===== src/fault_pin_defines.vh =====
// Functional notes
// - High select bits add monitors nine to twelve
// - Bit 4 selects overvoltage crossings
// - Bit 5 selects undervoltage crossings
// - Bit 6 selects early warning crossings
// - Bit 7 picks fault output polarity
// - Selected monitors combine as logical OR
// - Power-up fault: indicate, pull enables, save
// - Override from low pin or control bit
// - Override freezes fault and reset outputs
// - Override ignores thresholds, blocks fault logging
// - Low manual reset input asserts reset
// - Reset held for timeout after release
// - Pin six code 110 is watchdog output
// - Pin five code 111 is watchdog input
// - Watchdog output open-drain, asserted low
// - Enable one three-bit mode decoding
// - Enable two mode from bits 5:3
// - Enable three low bits from 7:6
// - Enable three top bit from next register
// - Tracking outputs one-four, pump one-six only
/*
 * Constants: register indices, fields, codes, resets, timing.
 * Assumes includers use them as plain macros.
 */
`ifndef FAULT_PIN_DEFINES_VH
`define FAULT_PIN_DEFINES_VH

// Register indices (byte address is four times the index)
`define IDX_FLT2_LOW_SEL   8'h17
`define IDX_FLT2_HIGH_SEL  8'h18
`define IDX_PIN_FUNC_A     8'h1D
`define IDX_PIN_FUNC_B     8'h1E
`define IDX_EN_MODE_LOW    8'h1F
`define IDX_EN_MODE_HIGH   8'h20
`define IDX_OVERRIDE_CTL   8'h4D
`define IDX_BLOCK_CTL      8'h60
`define IDX_BLOCK_STATUS   8'h61

// Reset values
`define RST_REG8           8'h00

// Fields of the second fault high select register
`define F2_MON_HI_LSB      0
`define F2_OV_BIT          4
`define F2_UV_BIT          5
`define F2_EW_BIT          6
`define F2_POL_BIT         7

// Pin function, control and status fields
`define PIN6_FN_LSB_BIT    7
`define PIN5_FN_MSB        6
`define PIN5_FN_LSB        4
`define OVR_CTL_BIT        1
`define CTL_MR_EN_BIT      0
`define ST_PUF_BIT         0

// Pin function codes
`define FN6_SECOND_FAULT_OUTPUT         3'h2
`define FN6_POWERUP_FAULT  3'h4
`define FN6_OVERRIDE_IN    3'h5
`define FN6_WDOG_OUT       3'h6
`define FN5_WDOG_IN        3'h7

// Enable output mode codes
`define ENM_OD_LOW         3'h0
`define ENM_OD_HIGH        3'h1
`define ENM_PP_LOW         3'h2
`define ENM_PP_HIGH        3'h3
`define ENM_TRACK          3'h4
`define ENM_PUMP           3'h5

// Timing
`define CLK_PERIOD_NS      4
`define RST_TIMEOUT_NS     25000
`define RST_TIMEOUT_CYC    ((`RST_TIMEOUT_NS + `CLK_PERIOD_NS - 1) / `CLK_PERIOD_NS)

`endif


===== src/fault_pin_config.v =====
/*
 * Dedicated pin functions, enable mode decode, Avalon-MM slave.
 * Assumes event inputs on i_core_clk; pins are async.
 */
`timescale 1ns/1ps
`include "fault_pin_defines.vh"
module fault_pin_config #(
    parameter NUM_MON     = 12,                     // Monitored inputs
    parameter RST_TIMEOUT = `RST_TIMEOUT_CYC        // Reset hold cycles
) (
    input  wire               i_core_clk,           // Core clock, 250 MHz
    input  wire               i_arst_n,             // Async reset, active low
    // Avalon-MM slave
    input  wire [9:0]         i_avs_address,        // Byte address
    input  wire               i_avs_read,           // Read request
    input  wire               i_avs_write,          // Write request
    input  wire [31:0]        i_avs_writedata,      // Write data
    input  wire [3:0]         i_avs_byteenable,     // Byte enables
    output reg  [31:0]        o_avs_readdata,       // Read data
    output wire               o_avs_waitrequest,    // Wait request
    // Comparator flags and system events
    input  wire [NUM_MON-1:0] i_mon_ov,             // Overvoltage crossings
    input  wire [NUM_MON-1:0] i_mon_uv,             // Undervoltage crossings
    input  wire [NUM_MON-1:0] i_mon_ew,             // Early warning crossings
    input  wire               i_powerup_fault,      // Fault during power up/down
    input  wire               i_wdog_expired,       // Watchdog timer expired
    input  wire [2:0]         i_en_on,              // Sequencer enable requests
    // General pins four to six
    input  wire               i_general_pin_four,   // Manual reset input pin
    input  wire               i_general_pin_five,   // Watchdog kick input pin
    input  wire               i_general_pin_six,    // Pin six input level
    output reg                o_general_pin_six,    // Pin six output level
    output reg                o_general_pin_six_oe_n, // Pin six drive, low drives
    // Derived outputs
    output wire               o_watchdog_kick,      // Synchronised kick level
    output reg                o_any_fault,          // Combined fault, frozen
    output reg                o_reset_n,            // Reset output, active low
    output wire               o_override,           // Override in effect
    output wire               o_fault_log_en,       // Fault logging allowed
    output reg                o_fault_save,         // Save fault data pulse
    output wire               o_force_en_low,       // Pull enables low
    // Enable outputs one to three
    output wire [2:0]         o_en_out,             // Enable pin levels
    output wire [2:0]         o_en_oe_n,            // Enable drive, low drives
    output wire [2:0]         o_en_track,           // Tracking mode active
    output wire [2:0]         o_en_pump             // Charge pump active
);
    localparam [31:0] TMO_CYC = RST_TIMEOUT;        // Timeout as 32 bits

    // Registers
    reg  [7:0]  flt2_low_sel_ff;                    // Monitors one to eight
    reg  [7:0]  flt2_high_sel_ff;                   // Monitors nine up, modes
    reg  [7:0]  pin_func_a_ff;                      // Pin five/six function
    reg  [7:0]  pin_func_b_ff;                      // Pin six function high
    reg  [7:0]  en_mode_low_ff;                     // Enable one to three modes
    reg  [7:0]  en_mode_high_ff;                    // Enable three top bit
    reg  [7:0]  override_ctl_ff;                    // Software override
    reg  [7:0]  block_ctl_ff;                       // Manual reset enable
    reg         puf_flag_ff;                        // Sticky power-up fault
    reg         ack_ff;                             // Bus answer cycle
    reg         second_fault_output_ff;                          // Frozen second fault state
    reg         rst_hold_ff;                        // Reset asserted state
    reg  [31:0] tmo_cnt_ff;                         // Reset timeout counter
    reg  [31:0] nxt_tmo_cnt;                        // Next counter value
    reg         nxt_rst_hold;                       // Next reset state
    reg  [7:0]  rd_mux;                             // Read data select

    wire [7:0]  reg_idx  = i_avs_address[9:2];      // Register index
    wire        bus_req  = i_avs_read | i_avs_write;
    wire        wr_stb   = i_avs_write & ack_ff & i_avs_byteenable[0];
    wire [7:0]  wr_byte  = i_avs_writedata[7:0];
    wire [2:0]  pin6_fn  = {pin_func_b_ff[1:0], pin_func_a_ff[`PIN6_FN_LSB_BIT]};
    wire [2:0]  pin5_fn  = pin_func_a_ff[`PIN5_FN_MSB:`PIN5_FN_LSB];
    wire        pin4_s;                             // Synced pin four
    wire        pin5_s;                             // Synced pin five
    wire        pin6_s;                             // Synced pin six

    // One wait state per access
    assign o_avs_waitrequest = bus_req & ~ack_ff;

    // Answer flag toggles once per request
    always @(posedge i_core_clk or negedge i_arst_n)
    begin
        if (!i_arst_n)
            ack_ff <= 1'b0;
        else
            ack_ff <= bus_req & ~ack_ff;
    end

    // Pin synchronisers
    pin_sync2 #(.RST_VAL(1'b1)) u_sync_four (
        .i_core_clk (i_core_clk),
        .i_arst_n   (i_arst_n),
        .i_pin      (i_general_pin_four),
        .o_level    (pin4_s)
    );
    pin_sync2 #(.RST_VAL(1'b1)) u_sync_five (
        .i_core_clk (i_core_clk),
        .i_arst_n   (i_arst_n),
        .i_pin      (i_general_pin_five),
        .o_level    (pin5_s)
    );
    pin_sync2 #(.RST_VAL(1'b1)) u_sync_six (
        .i_core_clk (i_core_clk),
        .i_arst_n   (i_arst_n),
        .i_pin      (i_general_pin_six),
        .o_level    (pin6_s)
    );

    // Watchdog kick routed only when pin five takes that function
    assign o_watchdog_kick = (pin5_fn == `FN5_WDOG_IN) & pin5_s;

    // Override from low pin or software bit
    assign o_override = ((pin6_fn == `FN6_OVERRIDE_IN) & ~pin6_s)
                      | override_ctl_ff[`OVR_CTL_BIT];
    assign o_fault_log_en = ~o_override;

    // Configuration register writes
    always @(posedge i_core_clk or negedge i_arst_n)
    begin
        if (!i_arst_n)
        begin
            flt2_low_sel_ff  <= `RST_REG8;
            flt2_high_sel_ff <= `RST_REG8;
            pin_func_a_ff    <= `RST_REG8;
            pin_func_b_ff    <= `RST_REG8;
            en_mode_low_ff   <= `RST_REG8;
            en_mode_high_ff  <= `RST_REG8;
            override_ctl_ff  <= `RST_REG8;
            block_ctl_ff     <= `RST_REG8;
        end
        else if (wr_stb)
        begin
            case (reg_idx)
                `IDX_FLT2_LOW_SEL:  flt2_low_sel_ff  <= wr_byte;
                `IDX_FLT2_HIGH_SEL: flt2_high_sel_ff <= wr_byte;
                `IDX_PIN_FUNC_A:    pin_func_a_ff    <= wr_byte;
                `IDX_PIN_FUNC_B:    pin_func_b_ff    <= wr_byte;
                `IDX_EN_MODE_LOW:   en_mode_low_ff   <= wr_byte;
                `IDX_EN_MODE_HIGH:  en_mode_high_ff  <= wr_byte;
                `IDX_OVERRIDE_CTL:  override_ctl_ff  <= wr_byte;
                `IDX_BLOCK_CTL:     block_ctl_ff     <= wr_byte;
                default:            block_ctl_ff     <= block_ctl_ff;  // Unmapped
            endcase
        end
    end

    // Read data multiplexer
    always @*
    begin
        case (reg_idx)
            `IDX_FLT2_LOW_SEL:  rd_mux = flt2_low_sel_ff;
            `IDX_FLT2_HIGH_SEL: rd_mux = flt2_high_sel_ff;
            `IDX_PIN_FUNC_A:    rd_mux = pin_func_a_ff;
            `IDX_PIN_FUNC_B:    rd_mux = pin_func_b_ff;
            `IDX_EN_MODE_LOW:   rd_mux = en_mode_low_ff;
            `IDX_EN_MODE_HIGH:  rd_mux = en_mode_high_ff;
            `IDX_OVERRIDE_CTL:  rd_mux = override_ctl_ff;
            `IDX_BLOCK_CTL:     rd_mux = block_ctl_ff;
            `IDX_BLOCK_STATUS:  rd_mux = {2'h0, pin6_s, pin5_s, pin4_s,
                                          rst_hold_ff, o_override, puf_flag_ff};
            default:            rd_mux = 8'h00;            // Unmapped reads zero
        endcase
    end

    // Read data registered on the answer edge
    always @(posedge i_core_clk or negedge i_arst_n)
    begin
        if (!i_arst_n)
            o_avs_readdata <= 32'h00000000;
        else if (i_avs_read & ~ack_ff)
            o_avs_readdata <= {24'h000000, rd_mux};
    end

    // Second fault: selected monitors and enabled thresholds
    wire [NUM_MON-1:0] mon_sel;                     // Monitors feeding output
    wire [NUM_MON-1:0] mon_hit;                     // Enabled crossings
    wire               second_fault_output_raw;                  // Asserted, before polarity
    wire               any_raw;                     // Any crossing at all

    generate
        if (NUM_MON > 12)
        begin : g_sel_wide
            assign mon_sel = {{(NUM_MON-12){1'b0}}, flt2_high_sel_ff[3:0],
                              flt2_low_sel_ff};
        end
        else
        begin : g_sel_fit
            wire [11:0] sel12 = {flt2_high_sel_ff[3:0], flt2_low_sel_ff};
            assign mon_sel = sel12[NUM_MON-1:0];
        end
    endgenerate

    assign mon_hit = (i_mon_ov & {NUM_MON{flt2_high_sel_ff[`F2_OV_BIT]}})
                   | (i_mon_uv & {NUM_MON{flt2_high_sel_ff[`F2_UV_BIT]}})
                   | (i_mon_ew & {NUM_MON{flt2_high_sel_ff[`F2_EW_BIT]}});
    assign second_fault_output_raw = |(mon_hit & mon_sel);
    assign any_raw    = |(i_mon_ov | i_mon_uv | i_mon_ew);

    // Fault states follow inputs unless override freezes them
    always @(posedge i_core_clk or negedge i_arst_n)
    begin
        if (!i_arst_n)
        begin
            second_fault_output_ff   <= 1'b0;
            o_any_fault <= 1'b0;
        end
        else if (!o_override)
        begin
            second_fault_output_ff   <= second_fault_output_raw;
            o_any_fault <= any_raw;
        end
    end

    // Power-up fault: sticky flag, save pulse, enables forced low
    always @(posedge i_core_clk or negedge i_arst_n)
    begin
        if (!i_arst_n)
        begin
            puf_flag_ff  <= 1'b0;
            o_fault_save <= 1'b0;
        end
        else
        begin
            // Event wins over a write-one clear in the same cycle
            if (i_powerup_fault & ~o_override)
                puf_flag_ff <= 1'b1;
            else if (wr_stb && reg_idx == `IDX_BLOCK_STATUS
                     && wr_byte[`ST_PUF_BIT])
                puf_flag_ff <= 1'b0;
            // Save only on a new fault, never under override
            o_fault_save <= i_powerup_fault & ~puf_flag_ff & ~o_override;
        end
    end

    assign o_force_en_low = puf_flag_ff;

    // Manual reset and timeout
    always @*
    begin
        nxt_rst_hold = rst_hold_ff;
        nxt_tmo_cnt  = tmo_cnt_ff;
        if (o_override)
        begin
            nxt_rst_hold = rst_hold_ff;
            nxt_tmo_cnt  = tmo_cnt_ff;
        end
        else if (block_ctl_ff[`CTL_MR_EN_BIT] & ~pin4_s)
        begin
            nxt_rst_hold = 1'b1;
            nxt_tmo_cnt  = TMO_CYC;
        end
        else if (rst_hold_ff)
        begin
            if (tmo_cnt_ff <= 32'h00000001)
            begin
                nxt_rst_hold = 1'b0;
                nxt_tmo_cnt  = 32'h00000000;
            end
            else
                nxt_tmo_cnt = tmo_cnt_ff - 32'h00000001;
        end
    end

    // Reset output state
    always @(posedge i_core_clk or negedge i_arst_n)
    begin
        if (!i_arst_n)
        begin
            rst_hold_ff <= 1'b0;
            tmo_cnt_ff  <= 32'h00000000;
            o_reset_n   <= 1'b1;
        end
        else
        begin
            rst_hold_ff <= nxt_rst_hold;
            tmo_cnt_ff  <= nxt_tmo_cnt;
            o_reset_n   <= ~nxt_rst_hold;
        end
    end

    // Pin six function multiplexer
    always @*
    begin
        o_general_pin_six      = 1'b1;
        o_general_pin_six_oe_n = 1'b1;
        case (pin6_fn)
            `FN6_SECOND_FAULT_OUTPUT:
            begin
                // Polarity: zero active low, one active high
                o_general_pin_six      = flt2_high_sel_ff[`F2_POL_BIT]
                                         ? second_fault_output_ff : ~second_fault_output_ff;
                o_general_pin_six_oe_n = 1'b0;
            end
            `FN6_POWERUP_FAULT:
            begin
                // Open-drain sink while the fault flag stands
                o_general_pin_six      = 1'b0;
                o_general_pin_six_oe_n = ~puf_flag_ff;
            end
            `FN6_WDOG_OUT:
            begin
                // Open-drain, low on expiry
                o_general_pin_six      = 1'b0;
                o_general_pin_six_oe_n = ~i_wdog_expired;
            end
            default:
            begin
                // Input functions: pin left undriven
                o_general_pin_six      = 1'b1;
                o_general_pin_six_oe_n = 1'b1;
            end
        endcase
    end

    // Enable output modes one to three
    wire [8:0] en_modes = {en_mode_high_ff[0], en_mode_low_ff[7:6],
                           en_mode_low_ff[5:3],
                           en_mode_low_ff[2:0]};

    genvar gi;
    generate
        for (gi = 0; gi < 3; gi = gi + 1)
        begin : g_en
            en_mode_decode #(
                .TRACK_OK (1),
                .PUMP_OK  (1)
            ) u_dec (
                .i_mode  (en_modes[gi*3 +: 3]),
                .i_on    (i_en_on[gi] & ~puf_flag_ff),
                .o_out   (o_en_out[gi]),
                .o_oe_n  (o_en_oe_n[gi]),
                .o_track (o_en_track[gi]),
                .o_pump  (o_en_pump[gi])
            );
        end
    endgenerate
endmodule // fault_pin_config


===== src/pin_sync2.v =====
/*
 * Two-stage synchroniser for one pin level.
 * Assumes an asynchronous pin and a free-running core clock.
 */
`timescale 1ns/1ps
module pin_sync2 #(
    parameter RST_VAL = 1'b1                // Level held during reset
) (
    input  wire i_core_clk,                 // Core clock
    input  wire i_arst_n,                   // Async reset, active low
    input  wire i_pin,                      // Raw pin level
    output wire o_level                     // Synchronised level
);
    reg meta_ff;                            // First stage, read by second only
    reg sync_ff;                            // Second stage

    // Two flops in series
    always @(posedge i_core_clk or negedge i_arst_n)
    begin
        if (!i_arst_n)
        begin
            meta_ff <= RST_VAL;
            sync_ff <= RST_VAL;
        end
        else
        begin
            meta_ff <= i_pin;
            sync_ff <= meta_ff;
        end
    end

    assign o_level = sync_ff;
endmodule // pin_sync2


===== src/en_mode_decode.v =====
/*
 * Enable output mode decoder.
 * Assumes a same-clock on request.
 */
`timescale 1ns/1ps
`include "fault_pin_defines.vh"
module en_mode_decode #(
    parameter TRACK_OK = 1,                 // Tracking mode accepted
    parameter PUMP_OK  = 1                  // Charge pump mode accepted
) (
    input  wire [2:0] i_mode,               // Mode code
    input  wire       i_on,                 // Sequencer wants output on
    output reg        o_out,                // Pin output level
    output reg        o_oe_n,               // Pin drive enable, low drives
    output reg        o_track,              // Tracking driver selected
    output reg        o_pump                // Charge pump selected
);
    // Mode decode
    always @*
    begin
        o_out   = 1'b0;
        o_oe_n  = 1'b1;
        o_track = 1'b0;
        o_pump  = 1'b0;
        case (i_mode)
            `ENM_OD_LOW:  o_oe_n = ~i_on;               // Sink when on
            `ENM_OD_HIGH: o_oe_n = i_on;                // Sink when off
            `ENM_PP_LOW:
            begin
                o_out  = ~i_on;
                o_oe_n = 1'b0;
            end
            `ENM_PP_HIGH:
            begin
                o_out  = i_on;
                o_oe_n = 1'b0;
            end
            `ENM_TRACK:   o_track = (TRACK_OK != 0);
            `ENM_PUMP:    o_pump  = (PUMP_OK != 0);
            default:      o_oe_n = 1'b1;
        endcase
    end
endmodule // en_mode_decode


===== config.mk =====
export PLATFORM = sky130hd
export DESIGN_NAME = fault_pin_config
export DESIGN_NICKNAME = d
export VERILOG_FILES = /design/src/fault_pin_config.v /design/src/pin_sync2.v /design/src/en_mode_decode.v
export VERILOG_INCLUDE_DIRS = /design/src /design/src/src
export SDC_FILE = /design/constraint.sdc
export NUM_CORES = 1
export LEC_CHECK = 0
export ABC_AREA = 1
export BUFFER_PORTS_ARGS = -buffer_cell sky130_fd_sc_hd__buf_2
export CELL_PAD_IN_SITES_DETAIL_PLACEMENT = 1
export CELL_PAD_IN_SITES_GLOBAL_PLACEMENT = 2
export CORE_MARGIN = 4
export CORE_UTILIZATION = 30
export DETAILED_ROUTE_END_ITERATION = 10
export HOLD_SLACK_MARGIN = 0.15
export PLACE_DENSITY = 0.88
export SLEW_MARGIN = 20
export SYNTH_ARGS = -nofsm -noshare
export SYNTH_HDL_FRONTEND = slang
export SYNTH_SLANG_ARGS = --single-unit

===== constraint.sdc =====
create_clock -name i_core_clk -period 4.74 [get_ports i_core_clk]
set_input_delay 0.474 -clock i_core_clk [delete_from_list [all_inputs] [get_ports i_core_clk]]
set_output_delay 0.474 -clock i_core_clk [all_outputs]
set_load 0.01 [all_outputs]

==> results by stage, run 1 <==
CTS:
- The root buffer selected by CTS is sky130_fd_sc_hd__clkbuf_16.
- Clock tree synthesis inserted a total of 17 buffers.
- Clock tree synthesis found a total of roughly 120 sinks.
- The insertion delay of the later-clocked pin in the worst-skew pair is between 0.4 and 0.5 ns.
- The clock passes through at most 2 buffers.
- Clock-pin slew was measured on the worst setup and hold paths at approximately 0.06 ns.
- The CTS H-tree depth is 4.
- TritonCTS built the clock tree.

Power and ir drop:
- The design draws 3.40 mW.
- The highest ir drop seen on vdd is ~0.21 mV.
- Of the total power, the share spent switching nets is 0.385.
- The sequential fraction of design power is 0.363.
- The internal power is 2.09 mW.
- The power share of the combinational group is 0.296.
- The part of the power in the clock network is 0.341.
- The power spent charging and discharging nets is around 1.3 mW.
- The analysis attributes to cell leakage a power of just over 4 nW.
- In this run the power density over the cells is 417 nW/um^2.

Placement:
- The number of buffers inserted by port buffering is between 90 and 100.
- The HPWL reported at the end of detailed placement is about 16 mm.
- The final RePlAce weighted congestion is ~0.8.

Timing:
- The worst pin sits at a relative slew slack of 0.469.
- The max-slew violation count is 0.
- Setup violations remaining at the end of the flow were counted as 0.
- After routing, the total negative slack on setup checks comes to 0 ns.
- In the finished design, the share of the clock period the worst path needs comes to 0.497.
- After layout, the minimum clock period comes to 2.35 ns.
- At the pin with the least slew margin, the transition time is ~0.8 ns.
- The final count of hold timing violations was 0.
- Setup repair after global routing left no endpoint under its margin.
- Timing would allow up to between 400 and 500 MHz.
- Between clock sinks in the finished design, the worst skew comes to ~0.008 ns.

Global routing:
- Entering global routing, the biggest net connects 60 pins.
- Global routing finished with a remaining overflow of 0.
- The initial antenna violation count is 0.
- The overall global routing resource usage is 0.171.
- The wire length of the first global-routing pass is 35.8 mm.
- The via count of the first global-routing pass is between 6,000 and 7,000.

Logic synthesis:
- The most common flop cell mapped by yosys is sky130_fd_sc_hd__dfrtp_1.
- The post-synthesis instance total is 976.
- The total standard cell area after synthesis is between 7000 and 8000 sq um.
- The share of synthesized cell area in full adder, half adder and majority cells is 0.00355.
- After synthesis, the cell types taking the most area are sky130_fd_sc_hd__dfrtp_1 39%, sky130_fd_sc_hd__nand2_1 16%, sky130_fd_sc_hd__nor2_1 7.1%.
- The area fraction in compound gates after synthesis came to 0.0729.
- The most frequent cell after synthesis is sky130_fd_sc_hd__nand2_1.
- The largest family of logic cells by synthesized area is simple AND/OR/NAND/NOR gates.
- By count the netlist is led by 302 x sky130_fd_sc_hd__nand2_1, 134 x sky130_fd_sc_hd__nor2_1, 110 x sky130_fd_sc_hd__dfrtp_1, 95 x sky130_fd_sc_hd__nand3_1, 73 x sky130_fd_sc_hd__inv_1.
- For this run, asynchronously set or reset flops after synthesis account for 1.00.
- The fraction of synthesized cell area taken by the top area cell type is 0.390.
- The number of enable-type register cells in the synthesized netlist is 0.
- The share of the Yosys chip area taken by registers is 0.416.
- The synthesized area per cell is just over 7 sq um.
- Of all cell types, the one taking the most synthesized area is sky130_fd_sc_hd__dfrtp_1.
- The portion of synthesized area spent on multiplexers is 0.
- Of the total synthesized cell area, the portion taken by XOR and XNOR cells is 0.0186.
- For this run, the number of Yosys warnings is 0.
- The count of state elements after synthesis is about 120.
- Synthesis instantiated 36 different standard cells from the library.
- Of the total synthesized cell area, the portion taken by AND, OR, NAND and NOR gates is 0.386.

Cells and area:
- The layout-stage area growth over the synthesis result is 15.6%.
- The number of nets in the finished design is between 1,000 and 1,500.
- The share of post-route cells with drive strength above 1 is 0.171.
- The number of antenna cells inserted is 0.

Route:
- Summed over all layers, the routed wires come to 21.9 mm.
- The first detailed-routing pass ran for 4 iterations.
- The number of violations reported at the end of detailed-routing iteration 0 is 313.
- For this run, design rule violations remaining after detail routing come to 0.
- The routed layout has approximately 6,600 vias.
- The routed wire length per instance is between 15 and 20 um.
- Using the TritonRoute via totals, the vias-per-cell ratio works out to ~4.8.
- The number of routed nets with antenna violations is 0.

Floorplan:
- Measured along the y axis, the die boundary spans 161 um.
- In this run the standard cell core region covers about 23,000 sq um.
- The die width is between 150 and 200 um.
- The die covers approximately 26,000 sq um.
- The floorplan has 55 rows.
- The initial utilization of the core area, before any placement, comes to 0.308.
- The number of ports placed on the die boundary is around 150.

Setup path:
- The worst setup path is captured at a flop.
- The sort of element at the start of the critical path is a flop.
- For the worst setup path, the data required time is just over 5 ns.
- The signal arrival time at the worst endpoint is about 2.7 ns.
- Of all nets on the critical path, the largest fanout is 23.
- The type of the setup path with the least slack is flop to flop.

Min path:
- In this run the worst hold path is classified as input pin to flop.

Flow run:
- The max-capacitance violation count is 0.

Status:
- The flow ran to the end, and the final reports show no timing, DRC or antenna violations.
## power by group through the flow
stage	combinational, mW	clock, mW	sequential [mW]
after detailed placement	0.999	0	1.25
after global placement	0.972	0	1.24
after floorplan	0.747	0	1.21
after CTS	1.01	1.18	1.23
after global routing	1.15	1.23	1.25
final	1.01	1.16	1.23
## final timing paths
check,start,end,slack [ns],cells past startpoint
max,u_sync_six.o_level,tmo_cnt_ff[28],2.39,8
min,i_powerup_fault,o_force_en_low,0.34,3
max reg2reg,u_sync_six.o_level,tmo_cnt_ff[28],2.39,8
min reg2reg,u_sync_six.meta_ff,u_sync_six.o_level,0.36,0
max in group asynchronous,i_arst_n,tmo_cnt_ff[10],3.18,3
min in group asynchronous,i_arst_n,en_mode_low_ff[6],0.47,2
## routing by layer
layer	GRT usage	share of wire
met3	0.0227	0.031
met1	0.250	0.51
met5	0	0
met2	0.267	0.45
met4	0.0461	0.012
## sequential cells by signal, summed over array words and instances, names as in the netlist, 8 cells and up, named ones only
signal and count:
o_avs_readdata 8, en_mode_low_ff 8, en_mode_high_ff 8, pin_func_a_ff 8, flt2_high_sel_ff 8, block_ctl_ff 8, tmo_cnt_ff 32, flt2_low_sel_ff 8
pin_func_b_ff 8, override_ctl_ff 8
## layout by cell type, fill, tap and decap left out, types with 6 or more instances in the layout
| master | count |
|---|---|
| sky130_fd_sc_hd__nor2_4 | 6 |
| sky130_fd_sc_hd__nand3_2 | 6 |
| sky130_fd_sc_hd__nor2_1 | 134 |
| sky130_fd_sc_hd__nand3_1 | 95 |
| sky130_fd_sc_hd__buf_2 | 93 |
| sky130_fd_sc_hd__clkbuf_16 | 17 |
| sky130_fd_sc_hd__o21ai_1 | 35 |
| sky130_fd_sc_hd__nor3_1 | 14 |
| sky130_fd_sc_hd__xor2_1 | 9 |
| sky130_fd_sc_hd__nand2_2 | 6 |
| sky130_fd_sc_hd__a21oi_1 | 8 |
| sky130_fd_sc_hd__o21ai_0 | 43 |
| sky130_fd_sc_hd__dfstp_2 | 7 |
| sky130_fd_sc_hd__nand2_1 | 302 |
| sky130_fd_sc_hd__nand4_1 | 13 |
| sky130_fd_sc_hd__dfrtp_1 | 110 |
| sky130_fd_sc_hd__inv_1 | 73 |
| sky130_fd_sc_hd__nor2_2 | 19 |
| sky130_fd_sc_hd__xnor2_1 | 6 |
| sky130_fd_sc_hd__o21bai_1 | 6 |
| sky130_fd_sc_hd__conb_1 | 24 |
## logic make-up (layout without fill, tap and decap cells)
family          count (synthesis)  after routing
fa+ha+maj                       2              2
xor+xnor                       15             15
buf+inv                       135            210
other cells                     1             24
flops                         117            117
simple gates                  609            609
compound gates                 97             97
## area by class of cell
cell class / instances / area (sq um)
well taps: 313 / 392
flip-flops and latches: 117 / 2940
clock buffers: 20 / 437
multi-input cells: 747 / 3480
clock inverters: 12 / 82.6
inverters: 78 / 293
fillers: 2905 / 14800
repair buffers: 100 / 528
## metrics by stage
stage | area (sq um) | hold slack [ns] | worst slack, ns | utilization | instances
2_1_floorplan | 7140 | 0.178 | 3.20 | - | 999
3_3_place_gp | 7590 | 0.347 | 2.46 | 0.331 | 1351
3_5_place_dp | 7590 | 0.352 | 2.41 | 0.331 | 1351
4_1_cts | 8150 | 0.327 | 2.39 | 0.356 | 1387
5_1_grt | 8150 | 0.349 | 2.26 | 0.356 | 1387
6_report | 8150 | 0.336 | 2.39 | 0.356 | 1387
## worst max-delay path, stage by stage (launching register included)
cell                      delay [ns]
sky130_fd_sc_hd__dfstp_2        0.57
sky130_fd_sc_hd__nor2_1         0.07
sky130_fd_sc_hd__nand2_2        0.11
sky130_fd_sc_hd__nand3_2        0.48
sky130_fd_sc_hd__nor2_2         0.53
sky130_fd_sc_hd__inv_1          0.09
sky130_fd_sc_hd__nor2_1         0.25
sky130_fd_sc_hd__nand3_1        0.11
sky130_fd_sc_hd__nand2_1        0.07
## repair_timing
item                                   4_1_cts  5_1_grt
hold buffers                                 4        0
setup endpoints to repair                    0        0
setup buffers                                0        0
endpoints found under the hold margin       18        0
resized for setup                            0        0
(Power assumes the default switching activity.)
==> run 2, diff against run 1 <==
- clock period: 4.74 -> 2.3 ns (I/O delays scaled with it)
==> run 2 against run 1 <==
Clock skew about the same. Cell count rose by 0.79%. Highest routed layer unchanged. Utilization is 0.77 points higher. Largest cell class unchanged. Hold slack worse by 0.12 ns. Clock power increased by 130%.
==> results by stage, run 2 (synthesis results as in run 1) <==
Timing:
- The setup TNS is 0 ns (unchanged).
- RSZ-0062 raised after global routing: no (unchanged).
- The transition time of the tightest slew-check pin came to 0.685 ns (was 0.797 ns).
- Dividing the final minimum period by the clock period gives 0.842.
- The time the final worst path needs with I/O delays and setup is between 1.5 and 2 ns.
- The fmax is between 500 and 600 MHz.
- The max-slew violation count is 0 (unchanged).
- The clock skew after layout is 0.00807 ns (was 0.00781 ns).
- The final count of negative-setup-slack endpoints is 0 (unchanged).
- The final count of hold timing violations came to 0 (unchanged).
- The worst slew slack as a fraction of its limit came to 0.543 (was 0.469).

Route:
- The via total after detailed routing is 6,606 (was 6,594).
- The post-detailed-route via-to-cell ratio is 4.73 (was 4.75).
- The number of violations reported at the end of detailed-routing iteration 0 came to 272 (was 313).
- The routed wire length per instance came to 15.8 um (about the same).
- The detailed-router iteration count before antenna repair is 4 (unchanged).
- The number of routed nets with antenna violations is 0 (unchanged).
- The total wire length after detailed routing is 22.0 mm (was 21.9 mm).
- The number of remaining DRC errors was 0 (unchanged).

Setup path:
- The sort of element at the start of the critical path is an input pin (was flop).
- CP Cell Sequence: dlygate4sd3_1 > buf_2 > nor2_1 > dlygate4sd3_1 > nor2_1 > buf_2 (was nor2_1 > nand2_2 > nand3_2 > nor2_2 > inv_1 > nor2_1 > nand3_1 > nand2_1).
- The critical register-to-register path startpoint is tmo_cnt_ff[1] (was u_sync_six.o_level).
- The termination of the worst setup path was o_avs_waitrequest (was tmo_cnt_ff[28]).
- The required time reported for the critical path endpoint was 2.07 ns (was 5.10 ns).
- The peak fanout along the critical path is 2 (was 23).
- The type of the setup path with the least slack is input pin to output port (was flop to flop).
- The path depth of the worst reg2reg path is 9 (was 8).
- The type of element capturing the critical path is an output port (was flop).
- The buffering stage count on the worst path with inverters included was 4 (was 1).
- The peak per-stage delay on the critical path is 0.54 ns (was 0.57 ns).
- The path length in cells of the critical path was 6 (was 8).
- The destination of the worst register-to-register timing path is tmo_cnt_ff[9] (was tmo_cnt_ff[28]).
- The signal arrival time at the worst endpoint is 1.71 ns (was 2.72 ns).
- The reg2reg setup slack is 0.45 ns (was 2.39 ns).
- The cell with the biggest individual delay on the critical path is sky130_fd_sc_hd__dlygate4sd3_1 (was sky130_fd_sc_hd__dfstp_2).
- The critical path startpoint is i_avs_write (was u_sync_six.o_level).
- The dominant delay contributor by cell family on the critical path is buffers and inverters (was simple AND/OR/NAND/NOR gates).

CTS:
- The clock sink count is 117 (unchanged).
- The CTS H-tree depth came to 4 (unchanged).
- The CTS tree is built (unchanged).
- The maximum number of buffers from clock root to sink was 2 (unchanged).
- The insertion delay of the later-clocked pin in the worst-skew pair was 0.42 ns (about the same).
- The post-CTS clock slew at the launch and capture registers of the worst setup and hold paths is 0.06 ns (about the same).
- The number of buffers created by CTS was 17 (unchanged).
- The count of instances resized after the clock tree is built was 0 (unchanged).
- The root buffer selected by CTS is sky130_fd_sc_hd__clkbuf_16 (unchanged).

Cells and area:
- The layout-stage area growth over the synthesis result is 18.1% (was 15.6%).
- The filler cell count was 2,915 (was 2,905).
- The share of post-route cells with drive strength above 1 was 0.180 (was 0.171).
- The number of nets in the finished design is 1,168 (was 1,157).
- The register name with the most flops is tmo_cnt_ff (unchanged).
- The count of placed standard cells in the final layout, fillers left out came to 1,398 (was 1,387).
- The area of all sequential standard cells is 2940 sq um (unchanged).
- The most frequent standard cell in the layout excluding fill and tap cells is sky130_fd_sc_hd__nand2_1 (unchanged).
- The number of flip-flops in the largest register is 32 (unchanged).
- The number of antenna cells inserted was 0 (unchanged).
- Commonest non-fill, non-tap cells in the layout: 302 x sky130_fd_sc_hd__nand2_1, 134 x sky130_fd_sc_hd__nor2_1, 110 x sky130_fd_sc_hd__dfrtp_1, 95 x sky130_fd_sc_hd__nand3_1, 93 x sky130_fd_sc_hd__buf_2 (unchanged).
- The area of combinational cells with multiple inputs is 3480 sq um (unchanged).

Floorplan:
- The full die area is 26,000 sq um (unchanged).
- The area of the core is 22,900 sq um (unchanged).
- The die width came to 161 um (unchanged).
- The number of ports placed on the die boundary is 148 (unchanged).
- The number of cell rows is 55 (unchanged).
- The starting density of the core came to 0.308 (unchanged).
- The vertical die dimension is 161 um (unchanged).

Power and ir drop:
- The total power density per cell area is 874 nW/um^2 (was 417 nW/um^2).
- The static leakage is 4.17 nW (was 4.08 nW).
- The internal power was 4.51 mW (was 2.09 mW).
- The power share of the combinational group came to 0.290 (was 0.296).
- The power spent charging and discharging nets is 2.77 mW (was 1.31 mW).
- The fraction of power spent switching nets is 0.380 (was 0.385).
- The highest ir drop seen on vdd is 0.357 mV (was 0.206 mV).
- The part of the power in the clock network is 0.361 (was 0.341).
- The sequential fraction of design power is 0.350 (was 0.363).

Placement:
- The number of cells in the design after placement is 1,359 (was 1,351).
- The HPWL reported at the end of detailed placement was 16.5 mm (was 16.3 mm).
- The number of buffers inserted by port buffering is 94 (unchanged).
- The final RePlAce weighted congestion was 0.818 (about the same).

Status:
- Run status: finished, final reports clean (unchanged).

Global routing:
- The total global routing overflow is 0 (unchanged).
- The maximum number of pins on one net before global-route repair is 47 (was 60).
- The wire length of the first global-routing pass came to 36.0 mm (was 35.8 mm).
- The initial antenna violation count is 0 (unchanged).
- The via count of the first global-routing pass came to 6,707 (was 6,665).
- The overall global routing resource usage came to 0.174 (was 0.171).

Min path:
- The path type of the worst min-delay path is input pin to flop (unchanged).

Flow run:
- The max-capacitance violation count is 0 (unchanged).
-- run 2: final cells by class --
type,count,share of cell area
Tap cell,313,0.0470
Inverter,78,0.0352
Timing Repair Buffer,111,0.0772
Clock buffer,18,0.0527
Sequential cell,117,0.353
Multi-Input combinational cell,747,0.418
Clock inverter,14,0.0170
-- run 2: tightest hold or removal path, cell delays in order --
cell and delay, ns:
sky130_fd_sc_hd__buf_2 0.09, sky130_fd_sc_hd__nor2_1 0.04, sky130_fd_sc_hd__nand4_1 0.06, sky130_fd_sc_hd__nor3_1 0.06
sky130_fd_sc_hd__a21oi_1 0.11
-- run 2: how the worst min path moves through the flow --
stage                       startpoint                          to  slack, ns  depth (start not counted)
after floorplan               i_arst_n  asynchronous set/reset pin      -0.07                          0
after CTS                  i_mon_uv[2]                 o_any_fault       0.20                          5
after global placement        i_arst_n           en_mode_low_ff[0]       0.31                          1
after detailed placement      i_arst_n           en_mode_low_ff[7]       0.32                          1
final                      i_mon_uv[2]                 o_any_fault       0.22                          5
after global routing      i_mon_uv[11]                 o_any_fault       0.23                          5
-- run 2: routing by layer --
layer | global-route usage | wire, um | share of wire | vias up
li1 | - | - | - | 3256
met1 | 0.248 | 11100 | 0.50 | 3204
met2 | 0.273 | 9860 | 0.45 | 131
met3 | 0.0296 | 850 | 0.039 | 15
met4 | 0.0442 | 224 | 0.010 | 0
met5 | 0 | 0 | 0 | -
-- run 2: what timing repair did --
item | CTS | global route
hold buffers | 7 | 0
hold endpoints to repair | 48 | 0
buffers inserted | 0 | 0
-- run 2: power by group through the flow --
stage / Sequential, mW / Clock, mW / Combinational (mW)
floorplan: 2.50 / 0 / 1.54
global placement: 2.57 / 0 / 2.05
detailed placement: 2.57 / 0 / 2.11
CTS: 2.54 / 2.68 / 2.13
global route: 2.58 / 2.77 / 2.43
finish: 2.55 / 2.63 / 2.11
-- run 2: through the flow --
stage / instance area (sq um) / total power [mW] / setup slack, ns / hold WS, ns / utilization
global placement: 7680 / 4.62 / 0.553 / 0.314 / 0.335
finish: 8330 / 7.28 / 0.364 / 0.216 / 0.363
floorplan: 7140 / 4.04 / 0.762 / -0.0656 / -
detailed placement: 7680 / 4.68 / 0.501 / 0.317 / 0.335
global route: 8330 / 7.78 / 0.219 / 0.234 / 0.363
CTS: 8330 / 7.36 / 0.328 / 0.201 / 0.363
